File: config.mk
export PLATFORM = sky130hd
export DESIGN_NAME = slcr_regs
export DESIGN_NICKNAME = d
export VERILOG_FILES = /design/src/common/slcr_pkg.sv /design/src/core/slcr_regs.sv /design/src/core/slcr_rx_decode.sv /design/src/core/slcr_tx_decode.sv
export SDC_FILE = /design/constraint.sdc
export NUM_CORES = 1
export LEC_CHECK = 0
export BUFFER_PORTS_ARGS = -buffer_cell sky130_fd_sc_hd__buf_2
export CORE_MARGIN = 1
export CORE_UTILIZATION = 50
export DETAILED_ROUTE_END_ITERATION = 8
export HOLD_SLACK_MARGIN = 0.08
export PLACE_DENSITY = 0.76
export SLEW_MARGIN = 10
export SYNTH_ARGS = -nofsm -noshare
export SYNTH_HDL_FRONTEND = slang
export SYNTH_SLANG_ARGS = --single-unit
File: constraint.sdc
create_clock -name SYS_CLK_IN -period 1.4 [get_ports SYS_CLK_IN]
set_input_delay 0.14 -clock SYS_CLK_IN [delete_from_list [all_inputs] [get_ports SYS_CLK_IN]]
set_output_delay 0.14 -clock SYS_CLK_IN [all_outputs]
set_load 0.03 [all_outputs]
File: src/common/slcr_pkg.sv
// package for the serdes lane configuration register bank
package slcr_pkg;
  localparam int ADDR_W = 4;
  localparam logic [3:0] TX_CFG_OFFSET = 4'h0;
  localparam logic [3:0] RX_CFG_OFFSET = 4'h4;
  localparam logic [3:0] TX_STAT_OFFSET = 4'h8;
  localparam logic [3:0] RX_STAT_OFFSET = 4'hC;
  localparam logic [31:0] CFG_RESET = 32'h0000_0000;
  // writable bit masks per register
  localparam logic [31:0] TX_WR_MASK = 32'h0001_FFFF;
  localparam logic [31:0] RX_WR_MASK = 32'h037F_FFFF;
  localparam int TX_EN_BIT = 0;
  localparam int TX_RSV_BIT = 1;
  localparam int TX_WIDTH_LSB = 2;
  localparam int TX_RATE_LSB = 5;
  localparam int TX_SWING_LSB = 9;
  localparam int TX_DE_LSB = 12;
  localparam int RX_LOS_LSB = 14;
  localparam int RX_CDR_LSB = 16;
  localparam int RX_EQ_LSB = 19;
  localparam logic [1:0] RATE_FULL = 2'h0;
  localparam logic [1:0] RATE_HALF = 2'h1;
  localparam logic [1:0] RATE_QUARTER = 2'h2;
  localparam logic [1:0] LOS_OFF = 2'h0;
  localparam logic [1:0] LOS_HIGH = 2'h1;
  localparam logic [1:0] LOS_LOW = 2'h2;

  typedef enum logic [1:0] {
    SLCR_DIV1 = 2'b00,
    SLCR_DIV2 = 2'b01,
    SLCR_DIV4 = 2'b10,
    SLCR_DIVX = 2'b11
  } slcr_rate_e;

  typedef struct packed {
    logic transmitter_on;
    logic [1:0] rate_div;
    logic rate_valid;
    logic [3:0] deemphasis_level;
    logic [2:0] swing;
    logic width_ok;
  } slcr_tx_s;

  typedef struct packed {
    logic [3:0] equalizer_setting;
    logic second_order;
    logic fast_lock;
    logic [1:0] cdr_profile;
    logic los_enable;
    logic los_high;
    logic los_valid;
  } slcr_rx_s;
endpackage

File: src/core/slcr_regs.sv
// register bank for one serial lane transmit and receive configuration
// Overview of operation
// RULE1: rate field picks full, half or quarter pll rate; 11b reserved
// RULE2: software keeps transmit bus width at zero for ten-bit bus
// RULE3: software writes zero to transmit bit 1
// RULE4: transmit bit 0 turns the lane transmitter on or off
// RULE5: four-bit de-emphasis picks amplitude reduction, zero means none
// RULE6: three-bit swing picks one of eight output amplitudes
// RULE7: receive bits 31 to 26 read as zero
// RULE8: software writes zero to receive bits 25 and 24
// RULE9: receive bit 23 reads as zero
// RULE10: bits 22 to 19 configure the adaptive equalizer
// RULE11: recovery code zero is first order tracking
// RULE12: recovery codes 1 to 3 are second order variants
// RULE13: recovery code 4 is first order with fast lock
// RULE14: recovery codes 5 to 7 are codes 1 to 3 with fast lock
// RULE15: loss-of-signal code zero disables detection
// RULE16: loss code 1 high threshold, 2 low threshold, 3 reserved
`timescale 1ns/100ps
`default_nettype none
module slcr_regs (
  input wire logic SYS_CLK_IN,
  input wire logic SRST_IN,
  input wire logic [3:0] ADDR_IN,
  input wire logic [31:0] WDATA_IN,
  input wire logic WR_IN,
  input wire logic RD_IN,
  output logic [31:0] RDATA_OUT,
  output logic TX_ENABLE_OUT,
  output logic [1:0] TX_RATE_DIV_OUT,
  output logic [3:0] TX_DEEMPH_OUT,
  output logic [2:0] TX_SWING_OUT,
  output logic [3:0] RX_EQ_OUT,
  output logic RX_CDR_SECOND_OUT,
  output logic RX_CDR_FAST_OUT,
  output logic [1:0] RX_CDR_PROFILE_OUT,
  output logic RX_LOS_EN_OUT,
  output logic RX_LOS_HIGH_OUT,
  output logic CFG_ERROR_OUT
);
  logic [31:0] tx_cfg;
  logic [31:0] rx_cfg;
  logic [31:0] next_tx_cfg;
  logic [31:0] next_rx_cfg;
  logic [31:0] rdata;
  logic [31:0] next_rdata;
  slcr_pkg::slcr_tx_s tx_ctl;
  slcr_pkg::slcr_rx_s rx_ctl;
  slcr_pkg::slcr_tx_s tx_q;
  slcr_pkg::slcr_rx_s rx_q;
  logic err;
  logic next_err;
  logic tx_on;
  logic next_tx_on;

  slcr_tx_decode u_tx (
    .cfg_in(tx_cfg),
    .ctl_out(tx_ctl)
  );

  slcr_rx_decode u_rx (
    .cfg_in(rx_cfg),
    .ctl_out(rx_ctl)
  );

  always_comb begin
    next_tx_cfg = tx_cfg;
    next_rx_cfg = rx_cfg;
    if (WR_IN) begin
      if (ADDR_IN == slcr_pkg::TX_CFG_OFFSET) begin
        // reserved bits stored as written so misuse is visible
        next_tx_cfg = WDATA_IN & slcr_pkg::TX_WR_MASK; // RULE2 RULE3
      end
      if (ADDR_IN == slcr_pkg::RX_CFG_OFFSET) begin
        // 25:24 writable, 31:26 and 23 forced zero
        next_rx_cfg = WDATA_IN & slcr_pkg::RX_WR_MASK; // RULE7 RULE8 RULE9
      end
    end
  end

  always_comb begin
    next_rdata = 32'h0000_0000;
    if (RD_IN) begin
      case (ADDR_IN)
        slcr_pkg::TX_CFG_OFFSET: next_rdata = tx_cfg;
        slcr_pkg::RX_CFG_OFFSET: next_rdata = rx_cfg; // RULE7 RULE9
        slcr_pkg::TX_STAT_OFFSET: begin
          next_rdata[0] = tx_q.transmitter_on;
          next_rdata[1] = tx_q.rate_valid;
          next_rdata[2] = tx_q.width_ok;
          next_rdata[5:4] = tx_q.rate_div;
        end
        slcr_pkg::RX_STAT_OFFSET: begin
          next_rdata[0] = rx_q.second_order;
          next_rdata[1] = rx_q.fast_lock;
          next_rdata[2] = rx_q.los_enable;
          next_rdata[3] = rx_q.los_high;
          next_rdata[4] = rx_q.los_valid;
        end
        default: next_rdata = 32'h0000_0000;
      endcase
    end
  end

  // configuration error seen by the lane: reserved codes in use
  always_comb begin
    next_err = ~tx_ctl.rate_valid | ~tx_ctl.width_ok | ~rx_ctl.los_valid
      | tx_cfg[slcr_pkg::TX_RSV_BIT] | (rx_cfg[25:24] != 2'h0);
    // reserved rate code holds the transmitter off
    next_tx_on = tx_ctl.transmitter_on & tx_ctl.rate_valid; // RULE4 RULE1
  end

  always_ff @(posedge SYS_CLK_IN) begin
    if (SRST_IN) begin
      tx_cfg <= slcr_pkg::CFG_RESET;
      rx_cfg <= slcr_pkg::CFG_RESET;
      rdata <= 32'h0000_0000;
      tx_q <= '0;
      rx_q <= '0;
      err <= 1'b0;
      tx_on <= 1'b0;
    end else begin
      tx_cfg <= next_tx_cfg;
      rx_cfg <= next_rx_cfg;
      rdata <= next_rdata;
      tx_q <= tx_ctl;
      rx_q <= rx_ctl;
      err <= next_err;
      tx_on <= next_tx_on;
    end
  end

  // outputs registered; lane sees a change two cycles after the write
  always_comb begin
    RDATA_OUT = rdata;
    TX_ENABLE_OUT = tx_on; // RULE4 RULE1
    TX_RATE_DIV_OUT = tx_q.rate_div; // RULE1
    TX_DEEMPH_OUT = tx_q.deemphasis_level; // RULE5
    TX_SWING_OUT = tx_q.swing; // RULE6
    RX_EQ_OUT = rx_q.equalizer_setting; // RULE10
    RX_CDR_SECOND_OUT = rx_q.second_order; // RULE12
    RX_CDR_FAST_OUT = rx_q.fast_lock; // RULE13
    RX_CDR_PROFILE_OUT = rx_q.cdr_profile; // RULE14
    RX_LOS_EN_OUT = rx_q.los_enable; // RULE15
    RX_LOS_HIGH_OUT = rx_q.los_high; // RULE16
    CFG_ERROR_OUT = err;
  end
endmodule
`default_nettype wire

File: src/core/slcr_rx_decode.sv
// decoder from receive configuration word to lane controls
`timescale 1ns/100ps
`default_nettype none
module slcr_rx_decode (
  input wire logic [31:0] cfg_in,
  output var slcr_pkg::slcr_rx_s ctl_out
);
  logic [2:0] cdr;
  logic [1:0] los;
  assign cdr = cfg_in[slcr_pkg::RX_CDR_LSB +: 3];
  assign los = cfg_in[slcr_pkg::RX_LOS_LSB +: 2];
  always_comb begin
    ctl_out.equalizer_setting = cfg_in[slcr_pkg::RX_EQ_LSB +: 4]; // RULE10
    // code 0 first order, 4 first order fast lock
    ctl_out.second_order = (cdr[1:0] != 2'h0); // RULE11 RULE12
    ctl_out.fast_lock = cdr[2]; // RULE13 RULE14
    ctl_out.cdr_profile = cdr[1:0]; // RULE14
    ctl_out.los_enable = 1'b0;
    ctl_out.los_high = 1'b0;
    ctl_out.los_valid = 1'b1;
    case (los) // RULE15 RULE16
      slcr_pkg::LOS_OFF: ctl_out.los_enable = 1'b0;
      slcr_pkg::LOS_HIGH: begin
        ctl_out.los_enable = 1'b1;
        ctl_out.los_high = 1'b1;
      end
      slcr_pkg::LOS_LOW: ctl_out.los_enable = 1'b1;
      // reserved code keeps detection off
      default: ctl_out.los_valid = 1'b0;
    endcase
  end
endmodule
`default_nettype wire

File: src/core/slcr_tx_decode.sv
// decoder from transmit configuration word to lane controls
`timescale 1ns/100ps
`default_nettype none
module slcr_tx_decode (
  input wire logic [31:0] cfg_in,
  output var slcr_pkg::slcr_tx_s ctl_out
);
  always_comb begin
    ctl_out.transmitter_on = cfg_in[slcr_pkg::TX_EN_BIT]; // RULE4
    ctl_out.deemphasis_level = cfg_in[slcr_pkg::TX_DE_LSB +: 4]; // RULE5
    ctl_out.swing = cfg_in[slcr_pkg::TX_SWING_LSB +: 3]; // RULE6
    // width other than ten bits is flagged, not acted on
    ctl_out.width_ok = (cfg_in[slcr_pkg::TX_WIDTH_LSB +: 3] == 3'h0);
    case (cfg_in[slcr_pkg::TX_RATE_LSB +: 2]) // RULE1
      slcr_pkg::RATE_FULL: begin
        ctl_out.rate_div = slcr_pkg::SLCR_DIV1;
        ctl_out.rate_valid = 1'b1;
      end
      slcr_pkg::RATE_HALF: begin
        ctl_out.rate_div = slcr_pkg::SLCR_DIV2;
        ctl_out.rate_valid = 1'b1;
      end
      slcr_pkg::RATE_QUARTER: begin
        ctl_out.rate_div = slcr_pkg::SLCR_DIV4;
        ctl_out.rate_valid = 1'b1;
      end
      default: begin
        ctl_out.rate_div = slcr_pkg::SLCR_DIVX;
        ctl_out.rate_valid = 1'b0;
      end
    endcase
  end
endmodule
`default_nettype wire

# After elaboration in Yosys (flattened, before gate mapping)
# Index checks and enable logic that the tools add are counted.
# totals
reg_bits	99
latchBits	0
ram_bits	0
romBits	0
inputBits	40
output_inout_bits	53
memories	0
# op_classes
addsub	0
mul	0
n_div	0
magnitude_cmp	0
n_eq_ne	7
shifts	0
mux	9
bitwise	9
n_reduce_logical	11
# ops
operator	count
case mux 20 bit (2 select lines)	1
case mux 3 bit (4 select lines)	1
case mux 3 bit (3 select lines)	1
== test 4 bit, second input constant	2
case mux 1 bit (3 select lines)	2
== test 2 x 1 -> 1 bit, second input constant	2
== test 2 bit, second input constant	2
== test 4 x 3 -> 1 bit, second input constant	1
logical NOT 2 bit	2
logical NOT 4 bit	1
NOT 1 bit	4
OR 1 bit	4
case mux 1 bit (4 select lines)	1
AND reduction 2 bit	2
nonzero test 2 bit	2
OR reduction 2 bit	2
logical NOT 3 bit	1
two-way mux 1 bit	3
OR reduction 3 bit	1
bitwise AND 1 bit	1

# Logic depth before layout (Yosys ltp)
# Gate-level depths: netlist of the first run.
# logic_depth
word_depth	7
ltp_mapped	6

# Hierarchy
# From an unflattened synthesis of the first run, not the netlist that was laid out.
# hier_totals
cells_unflattened	387
hier_area_um2	3557.2
# by_module_without_submodules
mod	instances	cells_per_inst	area_each_um2
slcr_regs	1	362	3380.7
slcr_rx_decode	1	13	95.1
slcr_tx_decode	1	12	81.3

# Worst setup path after synthesis of the first run
# Ideal clock, no wire load.
# synth_timing
path_type	input port to flip-flop
from	input ADDR_IN[3]
to	register rx_cfg[18]
setup_time_ns	0.121
t_arrival_ns	1.135
t_required_ns	1.279
setup_slack_ns	0.144
cell_stages	5
n_path_buf	2
path_cell_list	buf_2 -> nor2b_1 -> and3_1 -> buf_2 -> mux2_2
# synth_between
elab_chain_len	2
# synth_rtl
item	line_no	text
start: declaration	slcr_regs.sv:24	input wire logic [3:0] ADDR_IN,
== test 4 x 3 -> 1 bit	slcr_regs.sv:74	if (ADDR_IN == slcr_pkg::RX_CFG_OFFSET) begin
AND reduction 2 bit (no line)	--	
end signal: assignment	slcr_regs.sv:116	rx_cfg <= slcr_pkg::CFG_RESET;
end signal: assignment	slcr_regs.sv:124	rx_cfg <= next_rx_cfg;
end: declaration	slcr_regs.sv:42	logic [31:0] rx_cfg;
# Every way passes these cells.
# A chain may end at the register's enable or synchronous reset.

# Worst setup path after layout of the first run
# layout_timing
from	input SRST_IN
to	register rdata[24] (netlist: RDATA_OUT[24])
# layout_between
elab_chain_len	1
# layout_rtl
item	line_no	text
start: declaration	slcr_regs.sv:23	input wire logic SRST_IN,
OR reduction 2 bit (no line)	--	
end signal: assignment	slcr_regs.sv:125	rdata <= next_rdata;
end: declaration	slcr_regs.sv:45	logic [31:0] rdata;
# Every way passes these cells.

==> flow_metrics.env, run 1 <==
export IMPL_finalCritPeriodShare_pct=75.3
export IMPL_place_congestion=0.785
export IMPL_cp_start_kind="primary input"
export IMPL_drc=0
export IMPL_drive_gt1_share_pct=27.6
export IMPL_num_rows=30
export IMPL_dp_hpwl_um=4500
export IMPL_core_area_um2=6790
export IMPL_syn2layout_area_growth_pct=23.2
export IMPL_setup_viol=0
export IMPL_hold_viol=0
export IMPL_grt_start_max_net_pins=75
export IMPL_ys_seq_area_share_pct=52.2
export IMPL_port_buffers=78
export IMPL_vias=2467
export IMPL_rsz0062_at_grt="no"
export IMPL_ys_types=31
export IMPL_p_int_mw=3.64
export IMPL_worstMarginPinSlew_ns=0.573
export IMPL_crit_type="primary input to flop"
export IMPL_wl_per_cell_um=12.8
export IMPL_yosys_warnings=0
export IMPL_cts_sinks=92
export IMPL_overflow=0
export IMPL_io_pin_count=93
export IMPL_grt_pass1_wl_um=11000
export IMPL_power_clock_fraction_pct=37.1
export IMPL_grt_pass1_vias=2382
export IMPL_first_pass_iters=4
export IMPL_min_period_ns=1.05
export IMPL_power_density_nw_per_um2=1090
export IMPL_clkTransAtPathRegs_ns=0.09
export IMPL_hp_class="primary input to flop"
export IMPL_chipHeight_um=86.0
export IMPL_htree_num_levels=3
export IMPL_drt_iter0_markers=107
export IMPL_synth_seq_cells=92
export IMPL_cellLeakagePower_nw=2.04
export IMPL_syn_area_per_cell_um2=10.5
export IMPL_grt_use_total_pct=19.2
export IMPL_tritoncts="done"
export IMPL_nets=466
export IMPL_timing_hold_ws_ns=0.0936
export IMPL_p_switching_mw=1.12
export IMPL_layoutNonFillerInstCount=524
export IMPL_cts_made_buffers=9
export IMPL_antenna_cells=0
export IMPL_layout_commonest_cell="dfxtp_1"
export IMPL_dieArea_um2=7400
export IMPL_antenna_found_initial=0
export IMPL_final_cell_mix="dfxtp_1, buf_2, nand2b_1"
export IMPL_cts_root_buf="clkbuf_8"
export IMPL_setup_tns_ns=0
export IMPL_power_mw=4.76
export IMPL_seqPwrFrac_pct=55.8
export IMPL_cp_end_kind="flop"
export IMPL_crit_fanout=8
export IMPL_outcome="completed"
export IMPL_dp_cells=490
export IMPL_maxCapViolCount=0
export IMPL_slew_violations=0
export IMPL_ant_nets=0
export IMPL_drt_wl_total_um=6720
export IMPL_syn_area_um2=3530
export IMPL_clock_path_buffers=2
export IMPL_vdd_drop_max_mv=0.587
export IMPL_fin_skew_ns=0.0106
export IMPL_max_slew_margin_pct=61.8
export IMPL_arrival_ns=1.35
export IMPL_die_width_um=86.0
export IMPL_clkLatencyLatePin_ns=0.35
export IMPL_fmax_ghz=0.949
export IMPL_p_comb_share_pct=7.0
export IMPL_vias_per_cell=4.71
export IMPL_swShare_pct=23.5
export IMPL_required_ns=1.70
export IMPL_initial_core_util_pct=52.0
export IMPL_synthCells=335
power by group through the flow:
stage | Combinational, mW | Sequential [mW] | Clock, mW
final | 0.335 | 2.65 | 1.77
after detailed placement | 0.294 | 2.72 | 0
after floorplan | 0.199 | 2.72 | 0
after CTS | 0.335 | 2.66 | 1.82
after global placement | 0.290 | 2.72 | 0
after global routing | 0.364 | 2.66 | 1.94
final timing paths:
check	start	endpoint	slack [ns]	cells after the start
setup / recovery	SRST_IN	RDATA_OUT[24]	0.35	4
hold / removal	WDATA_IN[0]	tx_cfg[0]	0.09	3
setup reg to reg	rx_cfg[14]	CFG_ERROR_OUT	0.37	3
hold reg to reg	rx_cfg[18]	RDATA_OUT[18]	0.46	1
repair_timing:
| action | CTS | global route |
|---|---|---|
| gates resized for setup | 0 | 0 |
| buffers inserted | 0 | 0 |
| endpoints found under the hold margin | 31 | 0 |
| hold buffers | 19 | 0 |
synth_stat cells:
| cell | count | area, um^2 |
|---|---|---|
| dfxtp_1 | 92 | 1840 |
| nand2b_1 | 58 | 363 |
| mux2i_1 | 45 | 450 |
| buf_4 | 23 | 173 |
| nor2_1 | 18 | 67.6 |
| nor2b_1 | 14 | 87.6 |
| inv_1 | 13 | 48.8 |
| a22oi_1 | 11 | 82.6 |
| clkbuf_1 | 10 | 37.5 |
| and2_1 | 8 | 50.1 |
| buf_2 | 8 | 40.0 |
| mux2_2 | 5 | 56.3 |
| and3_1 | 3 | 18.8 |
| nor4_1 | 3 | 18.8 |
| o22a_1 | 3 | 26.3 |
| a211oi_1 | 2 | 15.0 |
| a21oi_1 | 2 | 10.0 |
| ha_1 | 2 | 25.0 |
| nand2_1 | 2 | 7.51 |
| nor3_1 | 2 | 10.0 |
| a221oi_1 | 1 | 8.76 |
| a2bb2oi_1 | 1 | 8.76 |
| a311oi_1 | 1 | 8.76 |
| a31oi_1 | 1 | 6.26 |
| conb_1 | 1 | 3.75 |
| nand3_1 | 1 | 5.00 |
| nor3b_4 | 1 | 18.8 |
| nor4b_2 | 1 | 15.0 |
| or3_1 | 1 | 6.26 |
| or3b_2 | 1 | 8.76 |
| or4b_1 | 1 | 10.0 |
registers in the layout, indices dropped and copies added (netlist names), 2 cells and up:
| register | cells |
|---|---|
| RX_EQ_OUT | 4 |
| tx_q | 3 |
| TX_RATE_DIV_OUT | 2 |
| tx_cfg | 17 |
| RDATA_OUT | 25 |
| RX_CDR_PROFILE_OUT | 2 |
| TX_DEEMPH_OUT | 4 |
| rx_cfg | 25 |
| TX_SWING_OUT | 3 |
routing by layer:
| metal | part of all wire, % | track usage [%] |
|---|---|---|
| met5 | 0 | 0 |
| met3 | 5.0 | 4.62 |
| met2 | 43 | 29.5 |
| met1 | 49 | 25.4 |
| met4 | 2.2 | 9.70 |
worst max-delay path: stages:
cell,delay [ns]
buf_2,0.10
or4b_1,0.59
nor3b_4,0.34
and2_1,0.18
cell families after synthesis:
group	count (synthesis)	share of synthesized area (%)
buffers and inverters	54	8.47
muxes	50	14.4
DFF	92	52.2
adders and majority gates	2	0.709
AOI/OAI and AO/OA	22	4.71
other	1	0.106
and+or+nand+nor	114	19.5
area by class of cell:
| type | count | area (um^2) |
|---|---|---|
| Multi-Input combinational cell | 195 | 1420 |
| Sequential cell | 92 | 1840 |
| Timing Repair Buffer | 113 | 726 |
| Clock buffer | 9 | 124 |
| Tap cell | 96 | 120 |
| Fill cell | 561 | 2440 |
| Clock inverter | 6 | 71.3 |
| Inverter | 13 | 48.8 |
through the flow:
step                instance area, um^2  worst slack [ns]  util [%]
floorplan                          3550             0.144         -
global placement                   3960           0.00589      58.3
detailed placement                 3960           -0.0297      58.3
CTS                                4350             0.325      64.0
global route                       4350             0.285      64.0
finish                             4350             0.346      64.0
(Power assumes the default switching activity.)
==> inputs of run 2 (changes only) <==
--- a/config.mk
+++ b/config.mk
@@ -7,10 +7,10 @@
 export LEC_CHECK = 0
 export BUFFER_PORTS_ARGS = -buffer_cell sky130_fd_sc_hd__buf_2
 export CORE_MARGIN = 1
-export CORE_UTILIZATION = 50
+export CORE_UTILIZATION = 47
 export DETAILED_ROUTE_END_ITERATION = 8
 export HOLD_SLACK_MARGIN = 0.08
-export PLACE_DENSITY = 0.76
+export PLACE_DENSITY = 0.75
 export SLEW_MARGIN = 10
 export SYNTH_ARGS = -nofsm -noshare
 export SYNTH_HDL_FRONTEND = slang
==> constraint.sdc (replaced) <==
create_clock -name SYS_CLK_IN -period 0.85 [get_ports SYS_CLK_IN]
set_input_delay 0.085 -clock SYS_CLK_IN [delete_from_list [all_inputs] [get_ports SYS_CLK_IN]]
set_output_delay 0.085 -clock SYS_CLK_IN [all_outputs]
set_load 0.03 [all_outputs]
==> flow_metrics.env, run 2 (same netlist as run 1, synthesis figures left out) <==
export IMPL_drive_gt1_share_pct=50.1
export IMPL_place_congestion=0.779
export IMPL_power_mw=7.82
export IMPL_layoutNonFillerInstCount=554
export IMPL_setup_viol=60
export IMPL_setup_ws_ns=-0.199
export IMPL_maxCapViolCount=0
export IMPL_cp_end_kind="flop"
export IMPL_tritoncts="done"
export IMPL_chipHeight_um=88.7
export IMPL_fin_skew_ns=0.0120
export IMPL_final_cell_mix="buf_6, nand2b_1, dfxtp_2"
export IMPL_nets=492
export IMPL_dieArea_um2=7860
export IMPL_max_stage_delay_ns=0.32
export IMPL_power_density_nw_per_um2=1490
export IMPL_overflow=0
export IMPL_core_area_um2=7250
export IMPL_vdd_drop_max_mv=0.828
export IMPL_hold_viol=0
export IMPL_seqPwrFrac_pct=55.9
export IMPL_io_pin_count=93
export IMPL_arrival_ns=1.24
export IMPL_num_rows=31
export IMPL_clock_path_buffers=2
export IMPL_crit_fanout=2
export IMPL_drc=0
export IMPL_fmax_ghz=0.953
export IMPL_antenna_found_initial=0
export IMPL_vias=2647
export IMPL_placed_area_um2=4240
export IMPL_min_period_ns=1.05
export IMPL_outcome="finished with violations"
export IMPL_p_int_mw=5.91
export IMPL_path_delay_family="flip-flops"
export IMPL_cts_root_buf="clkbuf_8"
export IMPL_crit_slowest_cell="dfxtp_2"
export IMPL_syn2layout_area_growth_pct=48.8
export IMPL_reg2reg_depth=3
export IMPL_ant_nets=0
export IMPL_finalCritPeriodShare_pct=123
export IMPL_grt_start_max_net_pins=75
export IMPL_first_pass_iters=4
export IMPL_vias_per_cell=4.78
export IMPL_layout_commonest_cell="buf_6"
export IMPL_rsz0062_at_grt="yes"
export IMPL_timing_hold_ws_ns=0.0917
export IMPL_cp_start_kind="flop"
export IMPL_dp_cells=512
export IMPL_p_switching_mw=1.92
export IMPL_antenna_cells=0
export IMPL_final_util_pct=72.4
export IMPL_required_ns=1.04
export IMPL_final_cell_area_um2=5250
export IMPL_whs_path_depth=3
export IMPL_hp_class="primary input to flop"
export IMPL_clkTransAtPathRegs_ns=0.09
export IMPL_dp_hpwl_um=4940
export IMPL_cts_made_buffers=9
export IMPL_htree_num_levels=3
export IMPL_drt_iter0_markers=77
export IMPL_grt_use_total_pct=20.6
export IMPL_cellLeakagePower_nw=2.30
export IMPL_port_buffers=78
export IMPL_p_comb_share_pct=9.5
export IMPL_crit_buf_inv=1
export IMPL_wl_per_cell_um=14.8
export IMPL_slew_violations=0
export IMPL_power_clock_fraction_pct=34.6
export IMPL_cts_sinks=92
export IMPL_crit_chain="buf_4, nor3_1, a31oi_1"
export IMPL_swShare_pct=24.5
export IMPL_crit_type="flop to flop"
export IMPL_failed_checks="setup timing"
export IMPL_die_width_um=88.7
export IMPL_drt_wl_total_um=8190
export IMPL_crit_cells=3
export IMPL_clkLatencyLatePin_ns=0.35
export IMPL_grt_pass1_wl_um=12100
export IMPL_initial_core_util_pct=48.7
export IMPL_grt_pass1_vias=2596
-- run 2: timing repair --
item / 4_1_cts / 5_1_grt
hold buffers: 20 / 0
resized for setup: 153 / 45
buffers inserted: 0 / 6
endpoints found under the setup margin: 91 / 95
endpoints found under the hold margin: 38 / 0
pin swaps: 16 / 15
cloned: 0 / 1
-- run 2: layout make-up --
class / count / area, um^2
clock buffer: 10 / 138
clock inverter: 6 / 46.3
fill: 490 / 2000
inverter: 13 / 51.3
multi-input combinational: 195 / 1630
sequential: 92 / 1920
tap: 99 / 124
timing repair buffer: 139 / 1340
-- run 2: worst paths after layout --
check | startpoint | end | slack, ns
setup / recovery | tx_cfg[4] | CFG_ERROR_OUT | -0.20
setup reg to reg | tx_cfg[4] | CFG_ERROR_OUT | -0.20
hold / removal | WDATA_IN[18] | rx_cfg[18] | 0.09
hold reg to reg | tx_cfg[12] | TX_DEEMPH_OUT[0] | 0.47
-- run 2: worst min-delay path: stages --
cell and delay (ns):
buf_2 0.07, nor2b_1 0.11, mux2_4 0.15
-- run 2: per-layer routing --
metal  vias to the layer above  part of all wire, %  global-route usage [%]
li1                       1303                    -                       -
met1                      1259                   43                    23.5
met2                        73                   52                    37.2
met3                        12                  3.7                    4.10
met4                         0                  1.4                    9.09
met5                         -                    0                       0
-- run 2: through the flow --
step           TNS [ns]  worst slack [ns]
3_5_place_dp     -29.42            -0.501
3_3_place_gp     -27.44            -0.444
4_1_cts           -3.81            -0.172
5_1_grt           -5.35            -0.225
6_report          -3.18            -0.199
2_1_floorplan     -6.04            -0.312
-- run 2: power by group through the flow --
stage               Clock (mW)  Combinational [mW]  Sequential (mW)
finish                    2.71               0.743             4.37
global route              2.96               0.789             4.38
CTS                       2.75               0.681             4.37
detailed placement           0               0.576             4.47
global placement             0               0.569             4.47
floorplan                    0               0.382             4.48
